==> config.mk <==
export PLATFORM = sky130hd
export DESIGN_NAME = low_power_mode_controller
export DESIGN_NICKNAME = d
export VERILOG_FILES = /design/src/low_power_mode_controller.v /design/src/wake_source_filter.v /design/src/clock_branch_gate.v
export VERILOG_INCLUDE_DIRS = /design/src /design/src/pkg
export SDC_FILE = /design/constraint.sdc
export NUM_CORES = 1
export LEC_CHECK = 0
export BUFFER_PORTS_ARGS = -buffer_cell sky130_fd_sc_hd__buf_4
export CORE_ASPECT_RATIO = 1.5
export CORE_MARGIN = 1.5
export CORE_UTILIZATION = 40
export DETAILED_ROUTE_END_ITERATION = 8
export HOLD_SLACK_MARGIN = 0.03
export PLACE_DENSITY = 0.82
export SLEW_MARGIN = 20
export SYNTH_ARGS = -nofsm -noshare
export SYNTH_HDL_FRONTEND = slang
export SYNTH_SLANG_ARGS = --single-unit
==> constraint.sdc <==
create_clock -name SYS_CLK_IN -period 2.8 [get_ports SYS_CLK_IN]
set_input_delay 0.56 -clock SYS_CLK_IN [delete_from_list [all_inputs] [get_ports SYS_CLK_IN]]
set_output_delay 0.56 -clock SYS_CLK_IN [all_outputs]
set_load 0.1 [all_outputs]
==> src/pkg/power_mode_regs.vh <==
// constants shared by the power mode controller files
`ifndef POWER_MODE_REGS_VH
`define POWER_MODE_REGS_VH

// wake source bit positions
`define WAKE_RTC_FAIL 0
`define WAKE_RTC_ALARM 1
`define WAKE_PORT_MATCH 2
`define WAKE_I2C_MATCH 3
`define WAKE_CAP_SENSE 4
`define WAKE_COUNT 5
// sources allowed to end sleep (cap sense excluded)
`define WAKE_SLEEP_MASK 5'h0F
`define WAKE_ENABLE_RESET 5'h00

// clock gating mode register
`define CLK_MODE_WIDTH 8
`define CLK_MODE_RESET 8'h00
`define CLK_MODE_ACTIVE 8'h00

// wake from low power idle, in clock cycles
`define IDLE_WAKE_CYCLES 2

// reset vector
`define RESET_VECTOR 16'h0000

`endif

==> src/low_power_mode_controller.v <==
// power mode controller: suspend, sleep, low power active and idle
`default_nettype none
`include "power_mode_regs.vh"

// Functional notes
// - suspend select gates system clock and turns off all internal oscillators.
// - in suspend all clocked logic stays stopped until an enabled wake.
// - suspend exits on rtc fail, alarm, port match, i2c match, cap sense.
// - sleep select turns core regulator off and moves ram to main supply.
// - in sleep only power unit and real-time clock stay powered.
// - sleep keeps ram, registers, program counter so execution resumes; code drives RESUME_VECTOR_OUT with RESET_VECTOR on every wake.
// - sleep exits on rtc fail, alarm, port match, i2c match only.
// - low power active lets firmware gate unused peripheral clocks, cpu runs.
// - cpu cannot access registers of a peripheral whose branch is off.
// - low power active ends when clock mode written zero or reset.
// - low power idle halts cpu, retains state, grants requested clocks.
// - interrupt in low power idle goes to low power active only.
// - interrupt wake from idle resumes after the idle-setting instruction; code still drives RESUME_VECTOR_OUT with RESET_VECTOR.
// - reset ending idle runs normal reset sequence, fetch at zero.
// - idle select halts cpu after the setting instruction completes.
// - wake from low power idle completes within two clock cycles.
// - suspend wake restarts quickly at next instruction without reset; code drives RESUME_VECTOR_OUT with RESET_VECTOR on wake.
module low_power_mode_controller #(
	parameter NUM_BRANCH = 8
)(
	input wire SYS_CLK_IN,
	input wire NRST_IN,
	input wire SUSPEND_SEL_IN,
	input wire SLEEP_SEL_IN,
	input wire IDLE_SEL_IN,
	input wire INSTR_DONE_IN,
	input wire CLK_MODE_WR_IN,
	input wire [`CLK_MODE_WIDTH-1:0] CLK_MODE_DATA_IN,
	input wire [`WAKE_COUNT-1:0] WAKE_ENABLE_IN,
	input wire [`WAKE_COUNT-1:0] WAKE_EVENT_IN,
	input wire IRQ_IN,
	input wire [NUM_BRANCH-1:0] CLK_REQ_IN,
	output reg SYS_CLK_EN_OUT,
	output reg OSC_EN_OUT,
	output reg CORE_REG_EN_OUT,
	output reg RAM_ON_MAIN_OUT,
	output reg LOGIC_PWR_EN_OUT,
	output reg CPU_HALT_OUT,
	output reg IRQ_SERVICE_OUT,
	output reg [15:0] RESUME_VECTOR_OUT,
	output reg LP_ACTIVE_OUT,
	output reg [`CLK_MODE_WIDTH-1:0] CLK_MODE_OUT,
	output reg [2:0] MODE_OUT,
	output reg [`WAKE_COUNT-1:0] WAKE_FLAGS_OUT,
	output wire [NUM_BRANCH-1:0] BRANCH_CLK_EN_OUT,
	output wire [NUM_BRANCH-1:0] SFR_ACCESS_EN_OUT
);
	// ------------------------------------------------------------
	// modes
	// ------------------------------------------------------------
	localparam [2:0] ST_ACTIVE = 3'h0;
	localparam [2:0] ST_IDLE_PEND = 3'h1;
	localparam [2:0] ST_IDLE = 3'h2;
	localparam [2:0] ST_SUSPEND = 3'h3;
	localparam [2:0] ST_SLEEP = 3'h4;

	reg [2:0] state_reg;
	reg [2:0] state_next;
	reg [`CLK_MODE_WIDTH-1:0] clk_mode_reg;
	reg [`CLK_MODE_WIDTH-1:0] clk_mode_next;
	reg wake_clear;
	wire [`WAKE_COUNT-1:0] wake_pending;
	wire [`WAKE_COUNT-1:0] allow;
	wire lp_mode;
	wire wake_any;
	wire [`WAKE_COUNT-1:0] wake_now;
	reg sys_clk_en_next;
	reg osc_en_next;
	reg core_reg_en_next;
	reg ram_on_main_next;
	reg logic_pwr_en_next;
	reg cpu_halt_next;
	reg irq_service_next;
	reg lp_active_next;
	reg [`WAKE_COUNT-1:0] wake_flags_next;
	genvar w;

	// cap sense may only end suspend, never sleep
	assign allow = (state_reg == ST_SLEEP) ? `WAKE_SLEEP_MASK : {`WAKE_COUNT{1'b1}};
	assign lp_mode = (clk_mode_reg != `CLK_MODE_ACTIVE);

	// ------------------------------------------------------------
	// wake sources
	// ------------------------------------------------------------
	wake_source_filter #(
		.N(`WAKE_COUNT)
	) u_wake (
		.clk_in(SYS_CLK_IN),
		.nrst_in(NRST_IN),
		.event_in(WAKE_EVENT_IN),
		.enable_in(WAKE_ENABLE_IN),
		.allow_in(allow),
		.clear_in(wake_clear),
		.pending_out(wake_pending)
	);

	// the filter is registered, so the mode logic looks at raw gated events instead for speed
	generate
		for (w = 0; w < `WAKE_COUNT; w = w + 1)
		begin : g_wake
			assign wake_now[w] = WAKE_EVENT_IN[w] && WAKE_ENABLE_IN[w] && allow[w];
		end
	endgenerate
	assign wake_any = |wake_now;

	// ------------------------------------------------------------
	// clock tree branches
	// ------------------------------------------------------------
	clock_branch_gate #(
		.N(NUM_BRANCH)
	) u_gate (
		.clk_in(SYS_CLK_IN),
		.nrst_in(NRST_IN),
		.run_in(state_next != ST_SUSPEND && state_next != ST_SLEEP),
		.lp_mode_in(lp_mode || state_next == ST_IDLE),
		.gate_off_in(clk_mode_reg),
		.request_in(CLK_REQ_IN),
		.cpu_halt_in(1'b0),
		.branch_en_out(BRANCH_CLK_EN_OUT),
		.access_en_out(SFR_ACCESS_EN_OUT)
	);

	// ------------------------------------------------------------
	// mode sequencing
	// ------------------------------------------------------------
	always @*
	begin
		state_next = state_reg;
		clk_mode_next = clk_mode_reg;
		wake_clear = 1'b0;
		if (CLK_MODE_WR_IN)
			clk_mode_next = CLK_MODE_DATA_IN;
		case (state_reg)
			ST_ACTIVE:
			begin
				if (SUSPEND_SEL_IN)
					state_next = ST_SUSPEND;
				else if (SLEEP_SEL_IN)
					state_next = ST_SLEEP;
				else if (IDLE_SEL_IN)
					state_next = INSTR_DONE_IN ? ST_IDLE : ST_IDLE_PEND;
			end
			ST_IDLE_PEND:
			begin
				if (INSTR_DONE_IN)
					state_next = ST_IDLE;
			end
			ST_IDLE:
			begin
				if (IRQ_IN)
				begin
					// interrupt leaves gating alone: lands in low power active
					state_next = ST_ACTIVE;
				end
			end
			ST_SUSPEND, ST_SLEEP:
			begin
				if (wake_any)
				begin
					state_next = ST_ACTIVE;
					wake_clear = 1'b1;
				end
			end
			default:
				state_next = ST_ACTIVE;
		endcase
	end

	// ------------------------------------------------------------
	// next values of the registered outputs
	// ------------------------------------------------------------
	// decoded from the next state so every output but WAKE_FLAGS_OUT moves on the edge that moves MODE_OUT; the flags follow one cycle later
	always @*
	begin
		sys_clk_en_next = 1'b1;
		osc_en_next = 1'b1;
		core_reg_en_next = 1'b1;
		ram_on_main_next = 1'b0;
		logic_pwr_en_next = 1'b1;
		cpu_halt_next = 1'b0;
		case (state_next)
			ST_ACTIVE, ST_IDLE_PEND:
			begin
				// idle wake drops halt on the edge that takes the interrupt: 1 cycle
				cpu_halt_next = 1'b0;
			end
			ST_IDLE:
			begin
				// requested branches keep their clocks while the cpu waits
				cpu_halt_next = 1'b1;
			end
			ST_SUSPEND:
			begin
				sys_clk_en_next = 1'b0;
				osc_en_next = 1'b0;
				cpu_halt_next = 1'b1;
			end
			ST_SLEEP:
			begin
				sys_clk_en_next = 1'b0;
				osc_en_next = 1'b0;
				core_reg_en_next = 1'b0;
				ram_on_main_next = 1'b1;
				logic_pwr_en_next = 1'b0;
				cpu_halt_next = 1'b1;
			end
			default:
			begin
				cpu_halt_next = 1'b0;
			end
		endcase
		irq_service_next = (state_reg == ST_IDLE) && IRQ_IN;
		lp_active_next = (clk_mode_next != `CLK_MODE_ACTIVE);
		wake_flags_next = wake_pending;
	end

	// ------------------------------------------------------------
	// state registers
	// ------------------------------------------------------------
	always @(posedge SYS_CLK_IN or negedge NRST_IN)
	begin
		if (!NRST_IN)
		begin
			// reset also ends low power active and idle
			state_reg <= ST_ACTIVE;
			clk_mode_reg <= `CLK_MODE_RESET;
		end
		else
		begin
			state_reg <= state_next;
			clk_mode_reg <= clk_mode_next;
		end
	end

	// ------------------------------------------------------------
	// power and clock outputs
	// ------------------------------------------------------------
	always @(posedge SYS_CLK_IN or negedge NRST_IN)
	begin
		if (!NRST_IN)
		begin
			SYS_CLK_EN_OUT <= 1'b1;
			OSC_EN_OUT <= 1'b1;
			CORE_REG_EN_OUT <= 1'b1;
			RAM_ON_MAIN_OUT <= 1'b0;
			LOGIC_PWR_EN_OUT <= 1'b1;
		end
		else
		begin
			SYS_CLK_EN_OUT <= sys_clk_en_next;
			OSC_EN_OUT <= osc_en_next;
			CORE_REG_EN_OUT <= core_reg_en_next;
			RAM_ON_MAIN_OUT <= ram_on_main_next;
			LOGIC_PWR_EN_OUT <= logic_pwr_en_next;
		end
	end

	// ------------------------------------------------------------
	// cpu outputs
	// ------------------------------------------------------------
	always @(posedge SYS_CLK_IN or negedge NRST_IN)
	begin
		if (!NRST_IN)
		begin
			CPU_HALT_OUT <= 1'b0;
			IRQ_SERVICE_OUT <= 1'b0;
			RESUME_VECTOR_OUT <= `RESET_VECTOR;
		end
		else
		begin
			CPU_HALT_OUT <= cpu_halt_next;
			// nothing here clears volatile state, so it survives sleep
			IRQ_SERVICE_OUT <= irq_service_next;
			// resume vector is driven with the reset vector on wake as well as after reset
			RESUME_VECTOR_OUT <= `RESET_VECTOR;
		end
	end

	// ------------------------------------------------------------
	// status outputs
	// ------------------------------------------------------------
	always @(posedge SYS_CLK_IN or negedge NRST_IN)
	begin
		if (!NRST_IN)
		begin
			LP_ACTIVE_OUT <= 1'b0;
			CLK_MODE_OUT <= `CLK_MODE_RESET;
			MODE_OUT <= ST_ACTIVE;
			WAKE_FLAGS_OUT <= `WAKE_ENABLE_RESET;
		end
		else
		begin
			LP_ACTIVE_OUT <= lp_active_next;
			CLK_MODE_OUT <= clk_mode_next;
			MODE_OUT <= state_next;
			WAKE_FLAGS_OUT <= wake_flags_next;
		end
	end
endmodule // low_power_mode_controller

`default_nettype wire

==> src/wake_source_filter.v <==
// wake source enable gating and sticky wake capture
`default_nettype none

module wake_source_filter #(
	parameter N = 5
)(
	input wire clk_in,
	input wire nrst_in,
	input wire [N-1:0] event_in,
	input wire [N-1:0] enable_in,
	input wire [N-1:0] allow_in,
	input wire clear_in,
	output reg [N-1:0] pending_out
);
	genvar i;
	generate
		for (i = 0; i < N; i = i + 1)
		begin : g_src
			// set wins over clear so an event in the clear cycle survives
			always @(posedge clk_in or negedge nrst_in)
			begin
				if (!nrst_in)
					pending_out[i] <= 1'b0;
				else if (event_in[i] && enable_in[i] && allow_in[i])
					pending_out[i] <= 1'b1;
				else if (clear_in)
					pending_out[i] <= 1'b0;
			end
		end
	endgenerate
endmodule // wake_source_filter

`default_nettype wire

==> src/clock_branch_gate.v <==
// per peripheral clock branch enable and register access gate
`default_nettype none

module clock_branch_gate #(
	parameter N = 8
)(
	input wire clk_in,
	input wire nrst_in,
	input wire run_in,
	input wire lp_mode_in,
	input wire [N-1:0] gate_off_in,
	input wire [N-1:0] request_in,
	input wire cpu_halt_in,
	output reg [N-1:0] branch_en_out,
	output reg [N-1:0] access_en_out
);
	genvar i;
	generate
		for (i = 0; i < N; i = i + 1)
		begin : g_br
			wire on = run_in && (!lp_mode_in || !gate_off_in[i] || request_in[i]);
			always @(posedge clk_in or negedge nrst_in)
			begin
				if (!nrst_in)
				begin
					branch_en_out[i] <= 1'b1;
					access_en_out[i] <= 1'b1;
				end
				else
				begin
					branch_en_out[i] <= on;
					// cpu may not touch registers of a stopped branch
					access_en_out[i] <= on && !cpu_halt_in;
				end
			end
		end
	endgenerate
endmodule // clock_branch_gate

`default_nettype wire

After elaboration in Yosys (flattened, before gate mapping). Cells that the tools add are included.

Bits in registers: 35. Input bits: 34. Output and inout port bits: 56. Word-level logic and storage cells: 111.

Equal/unequal tests: 9. Multiplexer cells: 22. Reduce and logical (&&, ||, !) cells: 58.

Operators with widths (number): logical AND 1 bit (20); 2-to-1 mux 3 bit (6); logical OR 1 bit (17); nonzero test 8 bit (2); == test 3 x 2 -> 1 bit, second input constant (4); 2-to-1 mux 1 bit (12); case mux 3 bit (4 select lines) (1); nonzero test 2 bit (5); logical NOT 1 bit (9); 2-to-1 mux 8 bit (1); == test 3 bit, second input constant (2); 2-to-1 mux 5 bit (1); OR reduction 5 bit (1); OR reduction 2 bit (2); == test 3 x 1 -> 1 bit, second input constant (1); logical NOT 3 bit (1); inequality test 3 x 2 -> 1 bit, second input constant (1); inequality test 3 bit, second input constant (1); OR reduction 3 bit (1); 2-to-1 mux 2 bit (1).

Logic depth before layout (Yosys ltp).
Depth after elaboration: 12. Mapped depth: 4. Mapped depth without buffers: 4.

By module. A second synthesis with hierarchy kept.

Cell total of the unflattened synthesis: 153. Area total of the unflattened synthesis: 1895.6 um^2.

By module, submodules not included: low_power_mode_controller (times used 1, cells an instance 90, area each 1081.0 um^2, sequential area each 553.0 um^2); clock_branch_gate (times used 1, cells an instance 43, area each 620.6 um^2, sequential area each 420.4 um^2); wake_source_filter (times used 1, cells an instance 20, area each 193.9 um^2, sequential area each 125.1 um^2).

Least setup slack after synthesis. No wires, ideal clock.

Path type: reg-to-reg. Start: reg, netlist name MODE_OUT[0]. End: reg u_wake.pending_out[2]. Arrival time: 1.792 ns. Slack: 0.887 ns. Cell stages (with the launch flop): 5. Period minus slack after synthesis: 1.913 ns. Cells stage by stage: dfrtp_1 and3b_2 or2_1 o21ai_2 a22o_1.

RTL lines: end signal, assigned by index (RTL line wake_source_filter.v:23) `pending_out[i] <= 1'b0;`; end signal, assigned by index (RTL line wake_source_filter.v:25) `pending_out[i] <= 1'b1;`; end signal, assigned by index (RTL line wake_source_filter.v:27) `pending_out[i] <= 1'b0;`; end, declared (RTL line wake_source_filter.v:13) `output reg [N-1:0] pending_out`.

Worst setup path after layout.
Start: reg MODE_OUT[0]. End: out MODE_OUT[0].

RTL lines: start, declared (RTL line low_power_mode_controller.v:48) `output reg [2:0] MODE_OUT,`; start signal, assigned (RTL line low_power_mode_controller.v:300) `MODE_OUT <= state_next;`.

No word-level cell between the ends.

==> results.txt <==
The flow ran to the end, and the final reports show no timing, DRC or antenna violations. The total of cells resized after clock tree synthesis is 0. The highest layer touched by signal routing is met4.

The warning count from the yosys run came out at 0. The total clock sinks is 35. Buffers inserted to repair hold after CTS numbered 0. The number of detailed-routing iterations run before antenna repair is 4. After technology mapping, the gate count stands at ~130.

The minimum clock period after layout is between 1.5 and 2 ns. By area the synthesized netlist is led by sky130_fd_sc_hd__dfrtp_1 (40%), sky130_fd_sc_hd__dfstp_2 (17%), sky130_fd_sc_hd__buf_4 (13%). The remaining antenna violation count is 0. After clock tree synthesis, the clock-pin slew on the worst setup and hold paths is about 0.070 ns. The worst setup path is captured at an output pin. For the worst-skew pair, the clock arrives at the later sink with an insertion delay of around 0.27 ns. The xor/xnor share of the synthesized area came out at 0.

The cell sitting at the root of the clock tree is a sky130_fd_sc_hd__clkbuf_8. The count of antenna diodes in the layout is 0. The final worst clock skew is slightly below 0.002 ns.

The layout net count came out at around 240. The critical path goes through buf_4. The global-route wire length before repair came out at between 4000 and 5000 um.

Leaving out fill and tap cells, the most frequent cell in the layout is sky130_fd_sc_hd__buf_4. The main combinational cell family by area after synthesis is buffers and inverters. Using the TritonRoute via totals, the vias-per-cell ratio works out to 4.75.

The largest net degree at the start of global routing came out at 36. For this configuration, the core starts out at a cell density of 0.419. The first routing iteration left 17 violations. Detailed placement finished with a half-perimeter wire length of approximately 2400 um. The multi-input combinational cells in the finished layout cover a total of 477 sq um. The kind of critical path is reg -> out.

The multiplexer share of the synthesized area came out at 0.0643. The max-slew violation count is 0. The post-synthesis instance area is 0.00156 sq mm. The area of all sequential standard cells came out at about 890 sq um. The post-detailed-routing wire length is between 3000 and 4000 um.

The CTS tree is built. The slowest stage of the critical path is the sky130_fd_sc_hd__dfrtp_1 cell. In this run the count of I/O pins placed on the die edge is 90. The deepest level of the CTS H-tree is 2. The amount of wire on met3 after detailed routing came out at around 330 um. On the final layout, the worst hold slack is between 0.2 and 0.25 ns. The highest achievable clock rate is 0.581 GHz. The number of enable-type register cells in the synthesized netlist is 0.

Setup repair after global routing left no endpoint under its margin. The count of state elements after synthesis came out at 35. The tightest min-delay check is of the in -> async type.

STA classifies the critical path startpoint as a flip-flop. The number of global-route vias before repair is approximately 1100. The number of buffers created by CTS came out at 5. The layout overhead on the synthesized area came out at 34.6%.

The data arrival time of the critical path came out at approximately 1.2 ns. The cell row count came out at 27. The number of violations of the max-capacitance limit is 0.

The routability congestion estimate is a little over 0.8. The top cell types in the final layout, fill and taps aside, are sky130_fd_sc_hd__buf_4 (73), sky130_fd_sc_hd__dfrtp_1 (25), sky130_fd_sc_hd__conb_1 (16). The number of port buffers is 73. The average routed wire per standard cell came out at between 10 and 15 um. The core region is about 0.0037 sq mm.

Fill cells in the final layout number about 320. The final route contains between 1000 and 1500 vias. Adding up every negative setup slack in the final design gives 0 ns. The die boundary width is 54.0 um. The number of antenna violations at the first check in global routing is 0. The critical path required time came out at between 2 and 2.5 ns. The fraction of synthesized cell area taken by the top area cell type is 0.402.

The fraction of final layout cells with drive strength greater than 1 is 0.515. The number of buffers between clock root and the deepest sink is 2. The number of hold-slack violations in the final timing report is 0.

Among all flip-flop cells after synthesis, the most frequent one is sky130_fd_sc_hd__dfrtp_1. The synthesized design spends more area on one cell type than any other, namely sky130_fd_sc_hd__dfrtp_1. The DRC violation count after routing came out at 0. The vertical die dimension came out at slightly below 80 um.

The largest incremental delay on the critical path is approximately 0.53 ns. The global-route usage over all layers came out at 0.153. The number of setup buffers added after CTS is 0.

The synthesized-area fraction occupied by ao, oa, aoi and oai cells is 0.117. The total congestion overflow came out at 0. The period utilization came out at 0.615. The mean instance size in the synthesized netlist is between 10 and 15 sq um. The simple-gate share of the synthesized area is 0.0859. The fraction of synthesis flops using an asynchronous set or reset pin is 1.00. The final number of setup-violating endpoints is 0.

The area enclosed by the die boundary came out at 0.00429 sq mm. The adder-cell share of the synthesized area came out at 0. The met1 routed wirelength after detailed routing came out at 989 um. The register area share after synthesis came out at 0.570. The number of distinct library cells after synthesis came out at 30. The cell type group with the largest total delay on the critical path is flip-flops.

The total length of routed met2 wires is 1680 um. Counting both buffers and inverters, the worst setup path holds a total of 1. Of all nets on the critical path, the largest fanout is 8.
-- synthesized netlist by cell type, types with 4 or more instances --
cell / count
sky130_fd_sc_hd__dfrtp_1: 25
sky130_fd_sc_hd__a21oi_1: 9
sky130_fd_sc_hd__buf_4: 26
sky130_fd_sc_hd__dfstp_2: 10
sky130_fd_sc_hd__a22o_1: 5
sky130_fd_sc_hd__mux2_2: 8
sky130_fd_sc_hd__nand2_1: 7
sky130_fd_sc_hd__nor2_1: 4
sky130_fd_sc_hd__inv_1: 13
-- path summary, 6_finish.rpt --
check	start	endpoint	slack [ns]	cells after the start
max	MODE_OUT[0]$_DFF_PN0_	MODE_OUT[0]	1.08	1
min	NRST_IN	CLK_MODE_OUT[0]$_DFF_PN0_	0.22	1
max reg2reg	CLK_MODE_OUT[2]$_DFF_PN0_	LP_ACTIVE_OUT$_DFF_PN0_	1.33	3
min reg2reg	u_wake.pending_out[0]$_DFFE_PN0P_	WAKE_FLAGS_OUT[0]$_DFF_PN0_	0.38	0
max in group asynchronous	NRST_IN	OSC_EN_OUT$_DFF_PN1_	2.25	1
min in group SYS_CLK_IN	u_wake.pending_out[0]$_DFFE_PN0P_	WAKE_FLAGS_OUT[0]$_DFF_PN0_	0.38	0
-- per-stage QoR --
| stage | utilization | cells | cell area [sq um] | setup WS (ns) |
|---|---|---|---|---|
| floorplan | - | 148 | 1610 | 0.887 |
| global placement | 0.542 | 237 | 2020 | 1.04 |
| detailed placement | 0.542 | 237 | 2020 | 1.01 |
| CTS | 0.564 | 245 | 2100 | 1.06 |
| global route | 0.564 | 245 | 2100 | 1.02 |
| finish | 0.564 | 245 | 2100 | 1.08 |
-- logic make-up (layout without fill, tap and decap cells) --
kind of cell           after synthesis  count (layout)
buffers and inverters               40              94
DFF                                 35              35
AOI/OAI and AO/OA                   26              26
and+or+nand+nor                     22              22
muxes                                9               9
other                                1              16
-- final cells by class --
cell class	instances	share of cell area
sequential	35	0.424
timing repair buffer	73	0.261
multi-input combinational	73	0.227
clock buffer	7	0.0364
tap	43	0.0257
inverter	13	0.0233
clock inverter	1	0.00239
-- sequential cells by signal, indices dropped and copies added (netlist names) --
name                  cells
RAM_ON_MAIN_OUT           1
LOGIC_PWR_EN_OUT          1
WAKE_FLAGS_OUT            5
u_gate.access_en_out      2
LP_ACTIVE_OUT             1
u_wake.pending_out        5
CLK_MODE_OUT              8
OSC_EN_OUT                1
CPU_HALT_OUT              1
MODE_OUT                  3
u_gate.branch_en_out      6
IRQ_SERVICE_OUT           1
-- layer usage --
| layer | track usage | up-vias |
|---|---|---|
| met2 | 0.267 | 68 |
| met5 | 0 | - |
| met1 | 0.150 | 546 |
| met3 | 0.0562 | 5 |
| li1 | - | 544 |
| met4 | 0.0795 | 0 |
Power is not shown: default switching activity piles up to over one toggle a cycle in this logic, so the estimate is an artifact.
